File: src/psu_can_pkg.sv
package psu_can_pkg;
	// command codes, carried low byte first in data bytes 0 and 1
	localparam logic [15:0] CMD_OPERATION = 16'h0000;
	localparam logic [15:0] CMD_VOUT_SET = 16'h0020;
	localparam logic [15:0] CMD_SYSTEM_STATE = 16'h00C1;
	localparam logic [15:0] CMD_POWER_CONFIG = 16'h00C2;
	localparam logic [15:0] CMD_BAT_FUNC = 16'h00E0;
	localparam logic [15:0] CMD_BUFFER_TIME = 16'h00E4;
	localparam logic [15:0] CMD_DELAY_TIME = 16'h00E7;
	localparam logic [15:0] CMD_RESTART_TIME = 16'h00E8;
	// frame identifiers, device address in the low two bits
	localparam logic [28:0] ID_TO_UNIT_BASE = 29'h000C0100;
	localparam logic [28:0] ID_TO_MASTER_BASE = 29'h000C0000;
	localparam logic [3:0] DLC_WRITE = 4'h4;
	localparam logic [3:0] DLC_READ = 4'h2;
	localparam logic [3:0] DLC_REPLY_BYTE = 4'h3;
	localparam logic [3:0] DLC_REPLY_WORD = 4'h4;
	// system_state bit positions
	localparam int ST_OUT_GOOD = 1;
	localparam int ST_INIT_DONE = 5;
	localparam int ST_NVM_ERR = 6;
	localparam int ST_BAT_MODE = 7;
	// power_config fields
	localparam int CFG_START_LSB = 1;
	localparam int CFG_POLICY_LSB = 8;
	localparam int CFG_SAVE_OFF = 10;
	localparam logic [15:0] CFG_RESET = 16'h0002;
	localparam logic [1:0] START_OFF = 2'b00;
	localparam logic [1:0] START_ON = 2'b01;
	localparam logic [1:0] START_PREV = 2'b10;
	localparam logic [1:0] START_RSV = 2'b11;
	localparam logic [1:0] POLICY_NOW = 2'b00;
	localparam logic [1:0] POLICY_1MIN = 2'b01;
	localparam logic [1:0] POLICY_10MIN = 2'b10;
	localparam logic [1:0] POLICY_RSV = 2'b11;
	// battery_function_enables bits
	localparam int BF_SELF_TEST = 0;
	localparam int BF_BUTTON_OFF = 1;
	localparam int BF_BUFFER = 2;
	localparam int BF_WAKE = 3;
	localparam int BF_DELAY = 4;
	localparam int BF_RESTART = 5;
	localparam logic [15:0] BF_MASK = 16'h003F;
	localparam logic [15:0] BF_RESET = 16'h0009;
	localparam logic [15:0] VOUT_RESET = 16'h0000;
	// timing: a millisecond tick drives every long timer
	localparam int CLK_HZ = 50000000;
	localparam int TICK_MS = 1;
	localparam int TICK_CYCLES = CLK_HZ / 1000 * TICK_MS;
	localparam int POWER_HOLD_S = 5;
	localparam int WAKE_REPEAT_MIN = 5;
	localparam int SELF_TEST_S = 30;
	localparam int QUIET_SHORT_MIN = 1;
	localparam int QUIET_LONG_MIN = 10;
	localparam int POWER_HOLD_MS = POWER_HOLD_S * 1000;
	localparam int WAKE_REPEAT_MS = WAKE_REPEAT_MIN * 60000;
	localparam int SELF_TEST_MS = SELF_TEST_S * 1000;
	localparam int QUIET_SHORT_MS = QUIET_SHORT_MIN * 60000;
	localparam int QUIET_LONG_MS = QUIET_LONG_MIN * 60000;
	localparam logic [4:0] INIT_LAST = 5'h0F;
	// output level targets in percent of rated
	localparam logic [7:0] PCT_RATED = 8'h64;
	localparam logic [7:0] PCT_LOW = 8'h46;
	localparam logic [7:0] PCT_HIGH = 8'h82;
	typedef enum logic [2:0] {
		WK_RATED = 3'b000,
		WK_DROP = 3'b001,
		WK_RAMP = 3'b010,
		WK_HIGH = 3'b011,
		WK_RETURN = 3'b100,
		WK_CHARGE = 3'b101
	} wake_state_e;
endpackage

File: src/interval_timer.sv
`timescale 1ns/1ns
module interval_timer #(
	parameter int PERIOD = 4
) (
	input wire logic clk, // system clock
	input wire logic arst_n, // async reset, active low
	input wire logic tick, // time base pulse
	input wire logic restart, // clear the count
	input wire logic run, // count ticks while high
	output logic expire // one-cycle pulse after PERIOD ticks
);
	localparam int W = $clog2(PERIOD + 1);
	localparam logic [W-1:0] LAST = W'(PERIOD - 1);
	logic [W-1:0] cnt_reg;
	logic [W-1:0] cnt_next;
	logic exp_reg;
	logic exp_next;
	if (PERIOD < 2) begin : g_chk
		$error("interval_timer needs PERIOD of at least 2");
	end
	always_comb begin
		cnt_next = cnt_reg;
		exp_next = 1'b0;
		if (restart) begin
			cnt_next = '0;
		end else if (run && tick) begin
			if (cnt_reg == LAST) begin
				cnt_next = '0;
				exp_next = 1'b1;
			end else begin
				cnt_next = cnt_reg + 1'b1;
			end
		end
	end
	always_ff @(posedge clk or negedge arst_n) begin
		if (!arst_n) begin
			cnt_reg <= '0;
			exp_reg <= 1'b0;
		end else begin
			cnt_reg <= cnt_next;
			exp_reg <= exp_next;
		end
	end
	assign expire = exp_reg;
endmodule // interval_timer

File: src/ms_tick.sv
`timescale 1ns/1ns
module ms_tick import psu_can_pkg::*; #(
	parameter int CYCLES = TICK_CYCLES
) (
	input wire logic clk, // system clock
	input wire logic arst_n, // async reset, active low
	output logic tick // one-cycle pulse each period
);
	localparam int W = $clog2(CYCLES + 1);
	localparam logic [W-1:0] LAST = W'(CYCLES - 1);
	logic [W-1:0] cnt_reg;
	logic [W-1:0] cnt_next;
	logic tick_reg;
	logic tick_next;
	if (CYCLES < 2) begin : g_chk
		$error("ms_tick needs CYCLES of at least 2");
	end
	always_comb begin
		tick_next = (cnt_reg == LAST);
		cnt_next = tick_next ? '0 : cnt_reg + 1'b1;
	end
	always_ff @(posedge clk or negedge arst_n) begin
		if (!arst_n) begin
			cnt_reg <= '0;
			tick_reg <= 1'b0;
		end else begin
			cnt_reg <= cnt_next;
			tick_reg <= tick_next;
		end
	end
	assign tick = tick_reg;
endmodule // ms_tick

File: src/psu_can_status_config.sv
// How it works
// - status bit 1 shows output voltage good, 0 too low
// - status bit 5 is 0 during initialization, 1 afterwards
// - status bit 6 sets on failed memory access, clears on success
// - status bit 7 is 0 charging, 1 running from battery
// - unsupported status bits and status high byte always read zero
// - start-up field picks off, on or previous; 11 reserved
// - save policy 00 commits every change to memory at once
// - policy 01 commits after one quiet minute, 10 after ten
// - save-disable bit set blocks every memory commit
// - battery bit 0 enables periodic self-test, default on
// - battery bit 1 enables shutdown of button-forced start, default off
// - battery bit 2 enables timed buffering, interval at code E4
// - battery bit 3 enables periodic wake-up, default on
// - battery bit 4 enables delayed shutdown, delay at code E7
// - battery bit 5 enables restart time, time at code E8
// - power-on: rated, after 5 s 70%, ramp, no battery 130%
// - wake-up repeats every 5 minutes; enable gates repeats only
// - self-test every 30 s when battery and current qualify
// - reply to master echoes code plus value; operation gives length 3
// - voltage setpoint is unsigned hundredths of a volt, low byte first
// - identifiers carry the strapped two-bit device address
`timescale 1ns/1ns
module psu_can_status_config import psu_can_pkg::*; #(
	parameter int TICK_CYC = TICK_CYCLES,
	parameter int HOLD_MS = POWER_HOLD_MS,
	parameter int WAKE_MS = WAKE_REPEAT_MS,
	parameter int TEST_MS = SELF_TEST_MS,
	parameter int QUIET1_MS = QUIET_SHORT_MS,
	parameter int QUIET10_MS = QUIET_LONG_MS
) (
	input wire logic clk, // 50 MHz system clock
	input wire logic arst_n, // async reset, active low
	input wire logic [1:0] addr_strap, // device address pins
	input wire logic output_voltage_good, // pin, output level ok
	input wire logic charge_or_battery_mode, // pin, 1 on battery
	input wire logic battery_present, // pin, battery detected
	input wire logic level_reached, // pin, output reached its target
	input wire logic vbat_ge_rated, // pin, battery at least rated
	input wire logic charge_current_ok, // pin, charge current at least 5%
	input wire logic battery_low, // pin, battery under low limit
	input wire logic nvm_done, // memory access succeeded, pulse
	input wire logic nvm_fail, // memory access failed, pulse
	input wire logic prev_operation, // stored operation setting
	input wire logic rx_valid, // received frame present
	output logic rx_ready, // frame may be taken
	input wire logic [28:0] rx_id, // extended identifier
	input wire logic [3:0] rx_dlc, // data length
	input wire logic [31:0] rx_data, // bytes 0..3, byte 0 low
	output logic tx_valid, // reply frame waiting
	input wire logic tx_ready, // reply taken
	output logic [28:0] tx_id, // reply identifier
	output logic [3:0] tx_dlc, // reply length
	output logic [31:0] tx_data, // reply bytes 0..3
	output logic init_done, // initialization finished
	output logic output_on, // operation setting
	output logic [15:0] vout_setpoint, // 0.01 V units
	output logic [5:0] battery_functions, // enable bits
	output logic [15:0] buffer_time, // buffering interval
	output logic [15:0] delay_time, // battery-mode shutdown delay
	output logic [15:0] restart_time, // battery-mode restart time
	output logic [7:0] vout_target_pct, // output target, percent rated
	output logic vout_track_battery, // ramp output toward battery
	output logic charging_active, // wake-up over, charging
	output logic battery_test_pulse, // self-test started
	output logic battery_abnormal, // last self-test failed
	output logic nvm_commit // write parameters to memory, pulse
);
	logic [8:0] sync1_reg;
	logic [8:0] sync2_reg;
	logic [1:0] s_addr;
	logic s_good, s_bat, s_present, s_reached, s_vbat, s_ichg, s_low;
	logic tick;
	logic [4:0] init_cnt_reg, init_cnt_next;
	logic init_done_reg, init_done_next;
	logic [1:0] addr_reg, addr_next;
	logic op_reg, op_next;
	logic [15:0] vout_reg, vout_next, cfg_reg, cfg_next, bf_reg, bf_next;
	logic [15:0] tbuf_reg, tbuf_next, tdly_reg, tdly_next, trst_reg, trst_next;
	logic txv_reg, txv_next;
	logic [28:0] txid_reg, txid_next;
	logic [3:0] txdlc_reg, txdlc_next;
	logic [31:0] txd_reg, txd_next;
	logic change;
	logic [15:0] status_word;
	logic [15:0] code, wval, rval;
	logic hit;
	logic pend_reg, pend_next, commit_reg, commit_next, err_reg, err_next;
	logic q1_exp, q10_exp, q_exp;
	wake_state_e wk_reg, wk_next;
	logic hold_exp, wake_exp, test_exp, test_run;
	logic tp_reg, tp_next, abn_reg, abn_next;
	wire logic [1:0] policy = cfg_reg[CFG_POLICY_LSB +: 2];
	wire logic save_off = cfg_reg[CFG_SAVE_OFF];

	// pins cross into the clock domain through two flops
	always_ff @(posedge clk or negedge arst_n) begin
		if (!arst_n) begin
			sync1_reg <= '0;
			sync2_reg <= '0;
		end else begin
			sync1_reg <= {addr_strap, output_voltage_good, charge_or_battery_mode,
				battery_present, level_reached, vbat_ge_rated, charge_current_ok,
				battery_low};
			sync2_reg <= sync1_reg;
		end
	end
	assign {s_addr, s_good, s_bat, s_present, s_reached, s_vbat, s_ichg, s_low} = sync2_reg;

	ms_tick #(.CYCLES(TICK_CYC)) u_tick (.clk(clk), .arst_n(arst_n), .tick(tick));

	// straps are caught at the end of initialization, well after release
	always_comb begin
		init_cnt_next = init_cnt_reg;
		init_done_next = init_done_reg;
		addr_next = addr_reg;
		if (!init_done_reg) begin
			init_cnt_next = init_cnt_reg + 1'b1;
			if (init_cnt_reg == INIT_LAST) begin
				init_done_next = 1'b1;
				addr_next = s_addr;
			end
		end
	end
	always_ff @(posedge clk or negedge arst_n) begin
		if (!arst_n) begin
			init_cnt_reg <= '0;
			init_done_reg <= 1'b0;
			addr_reg <= 2'b00;
		end else begin
			init_cnt_reg <= init_cnt_next;
			init_done_reg <= init_done_next;
			addr_reg <= addr_next;
		end
	end

	always_comb begin
		status_word = 16'h0000;
		status_word[ST_OUT_GOOD] = s_good;
		status_word[ST_INIT_DONE] = init_done_reg;
		status_word[ST_NVM_ERR] = err_reg;
		status_word[ST_BAT_MODE] = s_bat;
	end

	// a pending reply stalls reception so no waiting reply is overwritten before it is taken
	assign rx_ready = !txv_reg;
	assign code = rx_data[15:0];
	assign wval = rx_data[31:16];
	assign hit = rx_valid && rx_ready && init_done_reg
		&& rx_id == (ID_TO_UNIT_BASE | {27'h0, addr_reg});

	always_comb begin
		case (code)
			CMD_OPERATION: rval = {15'h0000, op_reg};
			CMD_VOUT_SET: rval = vout_reg;
			CMD_SYSTEM_STATE: rval = status_word;
			CMD_POWER_CONFIG: rval = cfg_reg;
			CMD_BAT_FUNC: rval = bf_reg;
			CMD_BUFFER_TIME: rval = tbuf_reg;
			CMD_DELAY_TIME: rval = tdly_reg;
			CMD_RESTART_TIME: rval = trst_reg;
			default: rval = 16'h0000;
		endcase
	end

	always_comb begin
		op_next = op_reg;
		vout_next = vout_reg;
		cfg_next = cfg_reg;
		bf_next = bf_reg;
		tbuf_next = tbuf_reg;
		tdly_next = tdly_reg;
		trst_next = trst_reg;
		txv_next = txv_reg && !tx_ready;
		txid_next = txid_reg;
		txdlc_next = txdlc_reg;
		txd_next = txd_reg;
		change = 1'b0;
		if (!init_done_reg && init_cnt_reg == INIT_LAST) begin
			case (cfg_reg[CFG_START_LSB +: 2])
				START_OFF: op_next = 1'b0;
				START_ON: op_next = 1'b1;
				START_PREV: op_next = prev_operation;
				default: op_next = op_reg;
			endcase
		end
		if (hit && rx_dlc == DLC_WRITE) begin
			change = 1'b1;
			case (code)
				CMD_OPERATION: begin
					if (wval[15:1] == 15'h0000) begin
						op_next = wval[0];
					end else begin
						change = 1'b0;
					end
				end
				CMD_VOUT_SET: vout_next = wval;
				CMD_POWER_CONFIG: begin
					// reserved encodings keep the old field, other fields still land
					if (wval[CFG_START_LSB +: 2] != START_RSV) begin
						cfg_next[CFG_START_LSB +: 2] = wval[CFG_START_LSB +: 2];
					end
					if (wval[CFG_POLICY_LSB +: 2] != POLICY_RSV) begin
						cfg_next[CFG_POLICY_LSB +: 2] = wval[CFG_POLICY_LSB +: 2];
					end
					cfg_next[CFG_SAVE_OFF] = wval[CFG_SAVE_OFF];
				end
				CMD_BAT_FUNC: bf_next = wval & BF_MASK;
				CMD_BUFFER_TIME: tbuf_next = wval;
				CMD_DELAY_TIME: tdly_next = wval;
				CMD_RESTART_TIME: trst_next = wval;
				default: change = 1'b0;
			endcase
		end else if (hit && rx_dlc == DLC_READ) begin
			case (code)
				CMD_OPERATION, CMD_VOUT_SET, CMD_SYSTEM_STATE, CMD_POWER_CONFIG,
				CMD_BAT_FUNC, CMD_BUFFER_TIME, CMD_DELAY_TIME, CMD_RESTART_TIME: begin
					txv_next = 1'b1;
					txid_next = ID_TO_MASTER_BASE | {27'h0, addr_reg};
					txd_next = {rval, code};
					txdlc_next = (code == CMD_OPERATION) ? DLC_REPLY_BYTE : DLC_REPLY_WORD;
					if (code == CMD_OPERATION) begin
						txd_next[31:24] = 8'h00;
					end
				end
				default: txv_next = txv_reg && !tx_ready;
			endcase
		end
	end
	always_ff @(posedge clk or negedge arst_n) begin
		if (!arst_n) begin
			op_reg <= 1'b0;
			vout_reg <= VOUT_RESET;
			cfg_reg <= CFG_RESET;
			bf_reg <= BF_RESET;
			tbuf_reg <= 16'h0000;
			tdly_reg <= 16'h0000;
			trst_reg <= 16'h0000;
			txv_reg <= 1'b0;
			txid_reg <= '0;
			txdlc_reg <= 4'h0;
			txd_reg <= '0;
		end else begin
			op_reg <= op_next;
			vout_reg <= vout_next;
			cfg_reg <= cfg_next;
			bf_reg <= bf_next;
			tbuf_reg <= tbuf_next;
			tdly_reg <= tdly_next;
			trst_reg <= trst_next;
			txv_reg <= txv_next;
			txid_reg <= txid_next;
			txdlc_reg <= txdlc_next;
			txd_reg <= txd_next;
		end
	end

	// quiet-period timers; a change clears the count of both
	interval_timer #(.PERIOD(QUIET1_MS)) u_q1 (.clk(clk), .arst_n(arst_n), .tick(tick),
		.restart(change), .run(pend_reg && policy == POLICY_1MIN), .expire(q1_exp));
	interval_timer #(.PERIOD(QUIET10_MS)) u_q10 (.clk(clk), .arst_n(arst_n), .tick(tick),
		.restart(change), .run(pend_reg && policy == POLICY_10MIN), .expire(q10_exp));
	assign q_exp = (q1_exp && policy == POLICY_1MIN) || (q10_exp && policy == POLICY_10MIN);

	always_comb begin
		commit_next = 1'b0;
		pend_next = pend_reg;
		if (change && policy == POLICY_NOW) begin
			commit_next = !save_off;
			pend_next = 1'b0;
		end else if (change) begin
			pend_next = !save_off;
		end else if (q_exp && pend_reg) begin
			commit_next = !save_off;
			pend_next = 1'b0;
		end
		if (save_off) begin
			pend_next = 1'b0;
		end
		// a failure in the same cycle as a success wins
		err_next = nvm_fail ? 1'b1 : (nvm_done ? 1'b0 : err_reg);
	end
	always_ff @(posedge clk or negedge arst_n) begin
		if (!arst_n) begin
			pend_reg <= 1'b0;
			commit_reg <= 1'b0;
			err_reg <= 1'b0;
		end else begin
			pend_reg <= pend_next;
			commit_reg <= commit_next;
			err_reg <= err_next;
		end
	end

	interval_timer #(.PERIOD(HOLD_MS)) u_hold (.clk(clk), .arst_n(arst_n), .tick(tick),
		.restart(wk_reg != WK_RATED), .run(init_done_reg), .expire(hold_exp));
	interval_timer #(.PERIOD(WAKE_MS)) u_wake (.clk(clk), .arst_n(arst_n), .tick(tick),
		.restart(!init_done_reg), .run(1'b1), .expire(wake_exp));

	always_comb begin
		wk_next = wk_reg;
		case (wk_reg)
			WK_RATED: if (hold_exp) wk_next = WK_DROP;
			WK_DROP: wk_next = WK_RAMP;
			WK_RAMP: begin
				if (!s_present) begin
					wk_next = WK_HIGH;
				end else if (s_reached) begin
					wk_next = WK_CHARGE;
				end
			end
			WK_HIGH: if (s_reached) wk_next = WK_RETURN;
			WK_RETURN: if (s_reached) wk_next = WK_CHARGE;
			WK_CHARGE: if (wake_exp && bf_reg[BF_WAKE]) wk_next = WK_DROP;
			default: wk_next = WK_RATED;
		endcase
	end

	// self-test only while charging, so it never disturbs a wake-up ramp
	assign test_run = wk_reg == WK_CHARGE && bf_reg[BF_SELF_TEST] && s_vbat && s_ichg;
	interval_timer #(.PERIOD(TEST_MS)) u_test (.clk(clk), .arst_n(arst_n), .tick(tick),
		.restart(!test_run), .run(test_run), .expire(test_exp));

	always_comb begin
		tp_next = test_exp && test_run;
		abn_next = tp_reg ? s_low : abn_reg;
	end
	always_ff @(posedge clk or negedge arst_n) begin
		if (!arst_n) begin
			wk_reg <= WK_RATED;
			tp_reg <= 1'b0;
			abn_reg <= 1'b0;
		end else begin
			wk_reg <= wk_next;
			tp_reg <= tp_next;
			abn_reg <= abn_next;
		end
	end

	assign vout_target_pct = (wk_reg == WK_DROP) ? PCT_LOW
		: (wk_reg == WK_HIGH) ? PCT_HIGH : PCT_RATED;
	assign vout_track_battery = wk_reg == WK_RAMP;
	assign charging_active = wk_reg == WK_CHARGE;
	assign battery_test_pulse = tp_reg;
	assign battery_abnormal = abn_reg;
	assign nvm_commit = commit_reg;
	assign tx_valid = txv_reg;
	assign tx_id = txid_reg;
	assign tx_dlc = txdlc_reg;
	assign tx_data = txd_reg;
	assign init_done = init_done_reg;
	assign output_on = op_reg;
	assign vout_setpoint = vout_reg;
	assign battery_functions = bf_reg[5:0];
	assign buffer_time = tbuf_reg;
	assign delay_time = tdly_reg;
	assign restart_time = trst_reg;

	AST_STATUS_ZERO: assert property (@(posedge clk) disable iff (!arst_n)
		$rose(txv_reg) && txd_reg[15:0] == CMD_SYSTEM_STATE
		|-> txd_reg[31:24] == 8'h00 && txd_reg[16] == 1'b0 && txd_reg[20:18] == 3'b000)
		else $error("status reply shows an unsupported bit");
	AST_INIT_TIME: assert property (@(posedge clk) disable iff (!arst_n)
		$rose(init_done_reg) |-> $past(init_cnt_reg) == INIT_LAST)
		else $error("initialization ended at the wrong count");
	AST_ERR_SET: assert property (@(posedge clk) disable iff (!arst_n)
		nvm_fail |=> err_reg ##1 (err_reg || $past(nvm_done)))
		else $error("memory error flag not raised");
	AST_ERR_CLR: assert property (@(posedge clk) disable iff (!arst_n)
		nvm_done && !nvm_fail |=> !err_reg)
		else $error("memory error flag not cleared on success");
	AST_COMMIT_NOW: assert property (@(posedge clk) disable iff (!arst_n)
		// back-to-back changes may legally keep the pulse high
		change && policy == POLICY_NOW && !save_off
		|=> commit_reg ##1 (!commit_reg || $past(change)))
		else $error("immediate commit missing");
	AST_SAVE_OFF: assert property (@(posedge clk) disable iff (!arst_n)
		save_off && $past(save_off) |-> !commit_reg)
		else $error("commit while saving disabled");
	AST_QUIET_RESTART: assert property (@(posedge clk) disable iff (!arst_n)
		change && policy != POLICY_NOW |=> !commit_reg [*2])
		else $error("delayed commit not restarted by a change");
	AST_RSV_START: assert property (@(posedge clk) disable iff (!arst_n)
		hit && rx_dlc == DLC_WRITE && code == CMD_POWER_CONFIG
		&& wval[CFG_START_LSB +: 2] == START_RSV |=> $stable(cfg_reg[CFG_START_LSB +: 2]))
		else $error("reserved start-up encoding stored");
	AST_REPLY_FRAME: assert property (@(posedge clk) disable iff (!arst_n)
		$rose(txv_reg) |-> txid_reg == (ID_TO_MASTER_BASE | {27'h0, addr_reg})
		&& txdlc_reg == ((txd_reg[15:0] == CMD_OPERATION) ? DLC_REPLY_BYTE : DLC_REPLY_WORD))
		else $error("reply identifier or length wrong");
	AST_WAKE_DROP: assert property (@(posedge clk) disable iff (!arst_n)
		wk_reg == WK_DROP |-> vout_target_pct == PCT_LOW ##1 vout_track_battery)
		else $error("wake-up does not drop then ramp");
	COV_READ: cover property (@(posedge clk) disable iff (!arst_n) $rose(txv_reg));
	COV_DELAYED: cover property (@(posedge clk) disable iff (!arst_n)
		pend_reg && q_exp && commit_next);
	COV_NO_BATTERY: cover property (@(posedge clk) disable iff (!arst_n) wk_reg == WK_HIGH);
	COV_TEST: cover property (@(posedge clk) disable iff (!arst_n) tp_reg && s_low);
endmodule // psu_can_status_config

File: config.mk
export PLATFORM = sky130hd
export DESIGN_NAME = psu_can_status_config
export DESIGN_NICKNAME = d
export VERILOG_FILES = /design/src/psu_can_pkg.sv /design/src/interval_timer.sv /design/src/ms_tick.sv /design/src/psu_can_status_config.sv
export SDC_FILE = /design/constraint.sdc
export NUM_CORES = 1
export LEC_CHECK = 0
export BUFFER_PORTS_ARGS = -buffer_cell sky130_fd_sc_hd__buf_4
export CAP_MARGIN = 20
export CORE_MARGIN = 4
export CORE_UTILIZATION = 32
export CTS_CLUSTER_SIZE = 30
export DETAILED_ROUTE_END_ITERATION = 8
export PLACE_DENSITY = 0.54
export SLEW_MARGIN = 10
export SYNTH_ARGS = -nofsm -noshare
export SYNTH_HDL_FRONTEND = slang
export SYNTH_SLANG_ARGS = --single-unit
File: constraint.sdc
create_clock -name clk -period 3.28 [get_ports clk]
set_clock_uncertainty 0.15 [all_clocks]
set_input_delay 0.492 -clock clk [delete_from_list [all_inputs] [get_ports clk]]
set_output_delay 0.492 -clock clk [all_outputs]
set_load 0.05 [all_outputs]
==> impl_results.md, run 1 <==
- Global placer's final weighted congestion: 0.8473
- WHS: 51.17 ps
- Worst slew margin: 48.89%
- Setup Crit Path Kind: reg2reg
- Synth cell types: just over 70
- Final global-route overflow total: 0
- Post-route insts no fill: about 1900
- DRT Wirelength: approximately 34000 um
- WP data arrival: approximately 3000 ps
- Die span in y: 203.6 um
- Total track usage: around 16%
- CP required: 3570 ps
- Drc violations: 0
- Yosys Warn Count: 0
- Tcrit/Tclk final: between 80% and 90%
- Largest register FFs: 32
- Pre-CTS WS: 189.0 ps
- Crit. End Element: flip-flop
- Commonest non-fill, non-tap cell in the layout: dfrtp_1
- GRT busiest layer: met2
- Horiz. Die Dim: slightly above 200 um
- Post-synth top area share: between 50% and 60%
- Clock Path Buffers: 3
- Worst-path maximum fanout: 6
- Commonest non-fill, non-tap cells in the layout: 250 x dfrtp_1, 231 x buf_4, 96 x mux2_2, 82 x nand2_1, 67 x nor2_1
- Wire per inst: about 18 um
- Cell Rows: 71
- RSZ-0062 raised after global routing: no
- DP HPWL: approximately 24000 um
- Port Buf Inserts: 203
- Worst-Margin Slew: about 770 ps
- Final setup viols: 0
- Status: finished clean
- Area of the core: approximately 38000 um^2
- CP peak stage delay: around 670 ps
- CTS tree: done
- Clk slew on worst S/H paths: 60 ps
- Clock root cell: clkbuf_16
- Top post-synthesis cells by area: dfrtp_1 51%, mux2_2 8.8%, nand2_1 2.5%
- Syn_area_per_cell: approximately 11 um^2
- Final min period: ~2700 ps
- Antenna Violating Nets Remaining: 0
- Placed cells: roughly 1800
- Critical path, cell by cell: or4b_2 > nor4_1 > nand2_1 > nor2_1 > buf_4 > nor3_1
- Routed vias/inst: 5.037
- Max Cap Violations: 0
- Final Core Density: between 40% and 50%
- FF+latch count, synth: 253
- First-pass GRT wire length: 54030 um
- Area leader, netlist: dfrtp_1
- Clock Sinks: 253
- FMAX: 366.8 MHz
- Share of cells above drive strength 1: about 30%
- Grt met1 use: roughly 22%
- Nets: about 1500
- Slowest CP cell: or4b_2
- Leak Pwr: 7.393 nW
- CTS buffer count: 30
- Die area: 41450 um^2
- Syn Inst Count: about 1100
- Num ports: between 200 and 250
- Post-synth top flop: dfrtp_1
- Vias in the first global route: about 9500
- DRT Pass-1 Iters: 7
- Met2 GRT Util: between 20 and 30%
- Initial Util: between 30% and 40%
- R2R Setup Slk: ~550 ps
- Max Slew Vio Count: 0
- Largest net degree at the start of global routing: 77
- Syn Std Cell Area: roughly 12000 um^2
- Max rail drop VDD: between 0.4 and 0.5 mV
- Setup TNS: 0 ps
- Number of synthesized flops with an enable pin: 0
- Critical path launch point type: flip-flop
- Starting DRT DRC Count: roughly 500
- Synth async-reset ratio: between 90% and 100%
- Power Density: between 400 and 500 nW/um^2
- Hold crit path type: in2reg
- Htree depth: 1
- Syn-to-layout area delta: 28.02%
- Worst-Skew Late Latency: around 560 ps
- Post-CTS Setup Inserts: 0
- Vias: ~9600
- Final Hold Fails: 0
- # diodes: 0
- Seq/Total Area, Yosys: approximately half
- Antenna violations before repair: 2
- Worst setup margin: around 550 ps
- Met3 usage: between 3 and 4%
==> cell families after synthesis <==
kind of cell	share of synthesized area, %
xor+xnor	3.505
other cells	0.03063
simple gates	19.54
mux	10.83
fa+ha+maj	0.8176
compound gates	8.942
flops	51.74
buf+inv	4.589
==> path summary, 6_finish.rpt <==
| kind | from | endpoint | cells after the start |
|---|---|---|---|
| worst max-delay path | u_q10.cnt_reg[14]$_DFFE_PN0P_ | u_q10.cnt_reg[8]$_DFFE_PN0P_ | 6 |
| worst min-delay path | rx_data[23] | delay_time[7]$_DFFE_PN0P_ | 2 |
| worst max register to register | u_q10.cnt_reg[14]$_DFFE_PN0P_ | u_q10.cnt_reg[8]$_DFFE_PN0P_ | 6 |
| worst min register to register | sync1_reg[6]$_DFF_PN0_ | sync2_reg[6]$_DFF_PN0_ | 0 |
| max in group asynchronous | arst_n | tx_data[6]$_DFFE_PN0P_ | 3 |
| min in group asynchronous | arst_n | buffer_time[5]$_DFFE_PN0P_ | 2 |
==> synthesized netlist by cell type, types with 13 or more instances <==
cell	n
mux2i_1	17
nor4_1	23
and4_1	13
dfrtp_1	250
buf_4	34
a21oi_1	41
and3_1	17
a22oi_1	17
xnor2_1	21
nand3_1	48
nand2_1	82
nor3_1	38
o21ai_0	43
mux2_2	96
inv_1	29
nand4_1	20
clkbuf_1	31
xor2_1	28
nor2_1	67
and2_1	18
==> cell type report <==
cell class	count	area (um^2)
Clock inverter	9	147.6
Multi-Input combinational cell	795	5478
Fill cell	3686	21990
Clock buffer	47	915.9
Inverter	29	108.9
Tap cell	511	639.4
Sequential cell	253	6335
Timing Repair Buffer	253	2049
==> worst max-delay path, delay by kind of cell (launching register included) <==
kind / cells / cell delay, ps
simple gates: 5 / 1820
flops: 1 / 430
buf+inv: 1 / 200
==> routing by layer <==
layer  up-vias  part of all wire, %
li1       4535                    -
met1      4737                   46
met3        51                  5.4
met4         4                  2.3
met5         -                0.050
met2       229                   47
==> power by group <==
part / internal (W) / total, W / switching [W] / leakage (nW)
combinational: 0.0000958 / 0.000296 / 0.000201 / 3.63
sequential: 0.00314 / 0.00314 / 0.00000511 / 3.24
clock: 0.00222 / 0.00353 / 0.00131 / 0.521
==> stage by stage <==
stage               cell area [um^2]  power, W
finish                         15670  0.006970
global route                   15670  0.007229
CTS                            15670  0.007075
detailed placement             14490  0.003488
global placement               14490  0.003486
floorplan                      12350  0.003328
==> what timing repair did <==
item | 4_1_cts | 5_1_grt
hold buffers | 12 | 0
hold endpoints to repair | 79 | 0
resized for setup | 0 | 0
No activity file was read; power rests on OpenSTA's default activity.
==> run 2, diff against run 1 <==
--- a/config.mk
+++ b/config.mk
@@ -11,7 +11,7 @@
 export CORE_UTILIZATION = 32
 export CTS_CLUSTER_SIZE = 30
 export DETAILED_ROUTE_END_ITERATION = 8
-export PLACE_DENSITY = 0.54
+export PLACE_DENSITY = 0.56
 export SLEW_MARGIN = 10
 export SYNTH_ARGS = -nofsm -noshare
 export SYNTH_HDL_FRONTEND = slang
==> constraint.sdc (replaced) <==
create_clock -name clk -period 2.2 [get_ports clk]
set_clock_uncertainty 0.15 [all_clocks]
set_input_delay 0.33 -clock clk [delete_from_list [all_inputs] [get_ports clk]]
set_output_delay 0.33 -clock clk [all_outputs]
set_load 0.05 [all_outputs]
==> impl_results.md, run 2 (synthesis results as in run 1) <==
- Final Hold Fails: 0
- DP HPWL: ~26000 um
- Commonest non-fill, non-tap cell in the layout: buf_4
- Seq pwr share: a little under half
- Setup Crit Path Kind: reg2reg
- RSZ-0062 raised after global routing: yes
- Internal power: slightly below 0.008 W
- Horiz. Die Dim: between 200 and 250 um
- Gate power share: around 5.2%
- Top delay family on crit path: simple AND/OR/NAND/NOR gates
- CTS tree: done
- Area of the multi-input gates: 5781 um^2
- Largest register FFs: 32
- FF/Latch Area: 6339 um^2
- Filler Cell Count: roughly 3600
- Final global-route overflow total: 0
- Commonest non-fill, non-tap cells in the layout: 323 x buf_4, 247 x dfrtp_1, 94 x mux2_2, 80 x nand2_1, 66 x nor2_1
- Nets: between 1500 and 2000
- Max rail drop VDD: between 0.5 and 0.6 mV
- CP peak stage delay: slightly above 400 ps
- CP required: 2470 ps
- Final setup viols: 86
- First-pass GRT wire length: about 57000 um
- Clk pwr share: 47.8%
- Htree depth: 1
- Tcrit/Tclk final: 103.4%
- Worst-Margin Slew: approximately 710 ps
- Most used cell, CP: buf_4
- Clock root cell: clkbuf_16
- Crit. End Element: flip-flop
- DRT Wirelength: 35960 um
- Antenna Violating Nets Remaining: 0
- Port Buf Inserts: 203
- Violated checks: negative setup slack
- Cell Rows: between 70 and 80
- Leak Pwr: 8.014 nW
- Area of the core: ~38000 um^2
- Share of cells above drive strength 1: a little over a third
- FMAX: 439.6 MHz
- Post-route insts no fill: approximately 2000
- Worst-path maximum fanout: 8
- Drc violations: 0
- Wire per inst: ~18 um
- Die area: 41450 um^2
- Placed cells: between 1500 and 2000
- WP data arrival: 2550 ps
- Num ports: roughly 230
- CTS buffer count: 29
- Vias in the first global route: 9953
- Routed vias/inst: 5.007
- Largest net degree at the start of global routing: between 50 and 60
- Switching pwr: 0.002251 W
- Worst path bufs/invs: 3
- Worst slew margin: between 50% and 60%
- Vias: slightly above 10000
- Clock Sinks: between 200 and 300
- # diodes: 0
- Critical path launch point type: flip-flop
- Starting DRT DRC Count: roughly 530
- Clock Path Buffers: 3
- Antenna violations before repair: 1
- Max Slew Vio Count: 0
- Slowest CP cell: dfrtp_1
- Status: finished, violations left
- Worst-Skew Late Latency: roughly 550 ps
- Worst setup margin: -74.97 ps
- Global placer's final weighted congestion: roughly 0.87
- DRT Pass-1 Iters: 5
- R2R Setup Slk: -70 ps
- Critical path, cell by cell: nor4bb_4 > nand4_1 > buf_4 > and4bb_4 > buf_4 > buf_12 > nand2_8 > mux2_4
- Total track usage: approximately 17%
- Clk slew on worst S/H paths: 60 ps
- Die span in y: between 200 and 250 um
- Hold crit path type: in2reg
- Initial Util: 32.50%
- Max Cap Violations: 0
- Final min period: roughly 2300 ps
- Net Sw Frac: a little under a quarter
- Syn-to-layout area delta: 36.91%
- Power Density: 594.7 nW/um^2
- Setup TNS: -2161 ps
==> run 2: cell count changes in the layout (fill, tap and decap cells not counted), sizes merged <==
cell	before	now
buf	241	338
dlygate4sd3	12	26
clkbuf	47	41
clkinv	4	8
bufinv	4	2
nand2	86	88
clkinvlp	1	2
nor2	67	68
==> run 2: power by group through the flow <==
| stage | Clock, W | Combinational (W) | Sequential [W] |
|---|---|---|---|
| after floorplan | 0 | 0.000205 | 0.00476 |
| after global placement | 0 | 0.000485 | 0.00477 |
| after detailed placement | 0 | 0.000486 | 0.00477 |
| after CTS | 0.00493 | 0.000527 | 0.00468 |
| after global routing | 0.00511 | 0.000569 | 0.00468 |
| final | 0.00477 | 0.000520 | 0.00468 |
==> run 2: repair_timing <==
action / in CTS / in global routing
hold buffers: 26 / 0
gates resized for setup: 13 / 20
pin swaps: 3 / 3
setup endpoints to repair: 108 / 159
buffers inserted: 3 / 5
gates cloned: 3 / 1
hold endpoints to repair: 294 / 0
==> run 2: layout make-up <==
cell class | instances | area share [%]
clock buffer | 41 | 4.956
clock inverter | 12 | 0.6867
inverter | 29 | 0.6494
multi-input combinational | 798 | 34.49
sequential | 253 | 37.81
tap | 511 | 3.814
timing repair buffer | 364 | 17.59
==> run 2: routing by layer <==
metal,vias to the layer above,track usage (%),wire length [um]
met5,-,0,16
met4,2,3.132,690
met3,49,3.403,1937
met2,240,27.58,17190
met1,4995,23.44,16130
li1,4768,-,-
==> run 2: tightest hold or removal path, delay by kind of cell <==
family | cells | cell delay [ps]
mux | 1 | 140
buf+inv | 2 | 230
==> run 2: final timing paths <==
| kind | cells after the start | start | to |
|---|---|---|---|
| max | 8 | tx_valid$_DFF_PN0_ | restart_time[3]$_DFFE_PN0P_ |
| min | 3 | rx_data[26] | restart_time[10]$_DFFE_PN0P_ |
| max reg2reg | 8 | tx_valid$_DFF_PN0_ | restart_time[3]$_DFFE_PN0P_ |
| min reg2reg | 0 | sync1_reg[8]$_DFF_PN0_ | sync2_reg[8]$_DFF_PN0_ |
| max in group asynchronous | 3 | arst_n | cfg_reg[1]$_DFFE_PN1P_ |
| min in group asynchronous | 2 | arst_n | u_hold.cnt_reg[1]$_DFFE_PN0P_ |
==> run 2: stage by stage <==
stage	utilization (%)	instance area (um^2)	hold slack, ps	power, W	setup slack (ps)
3_3_place_gp	40.58	15280	134.0	0.005251	-566.0
6_report	44.50	16760	41.17	0.009968	-74.97
4_1_cts	44.17	16640	2.610	0.01014	-109.0
5_1_grt	44.50	16760	16.29	0.01036	-189.7
2_1_floorplan	-	12560	-115.6	0.004970	-438.5
3_5_place_dp	40.58	15280	134.9	0.005252	-599.7
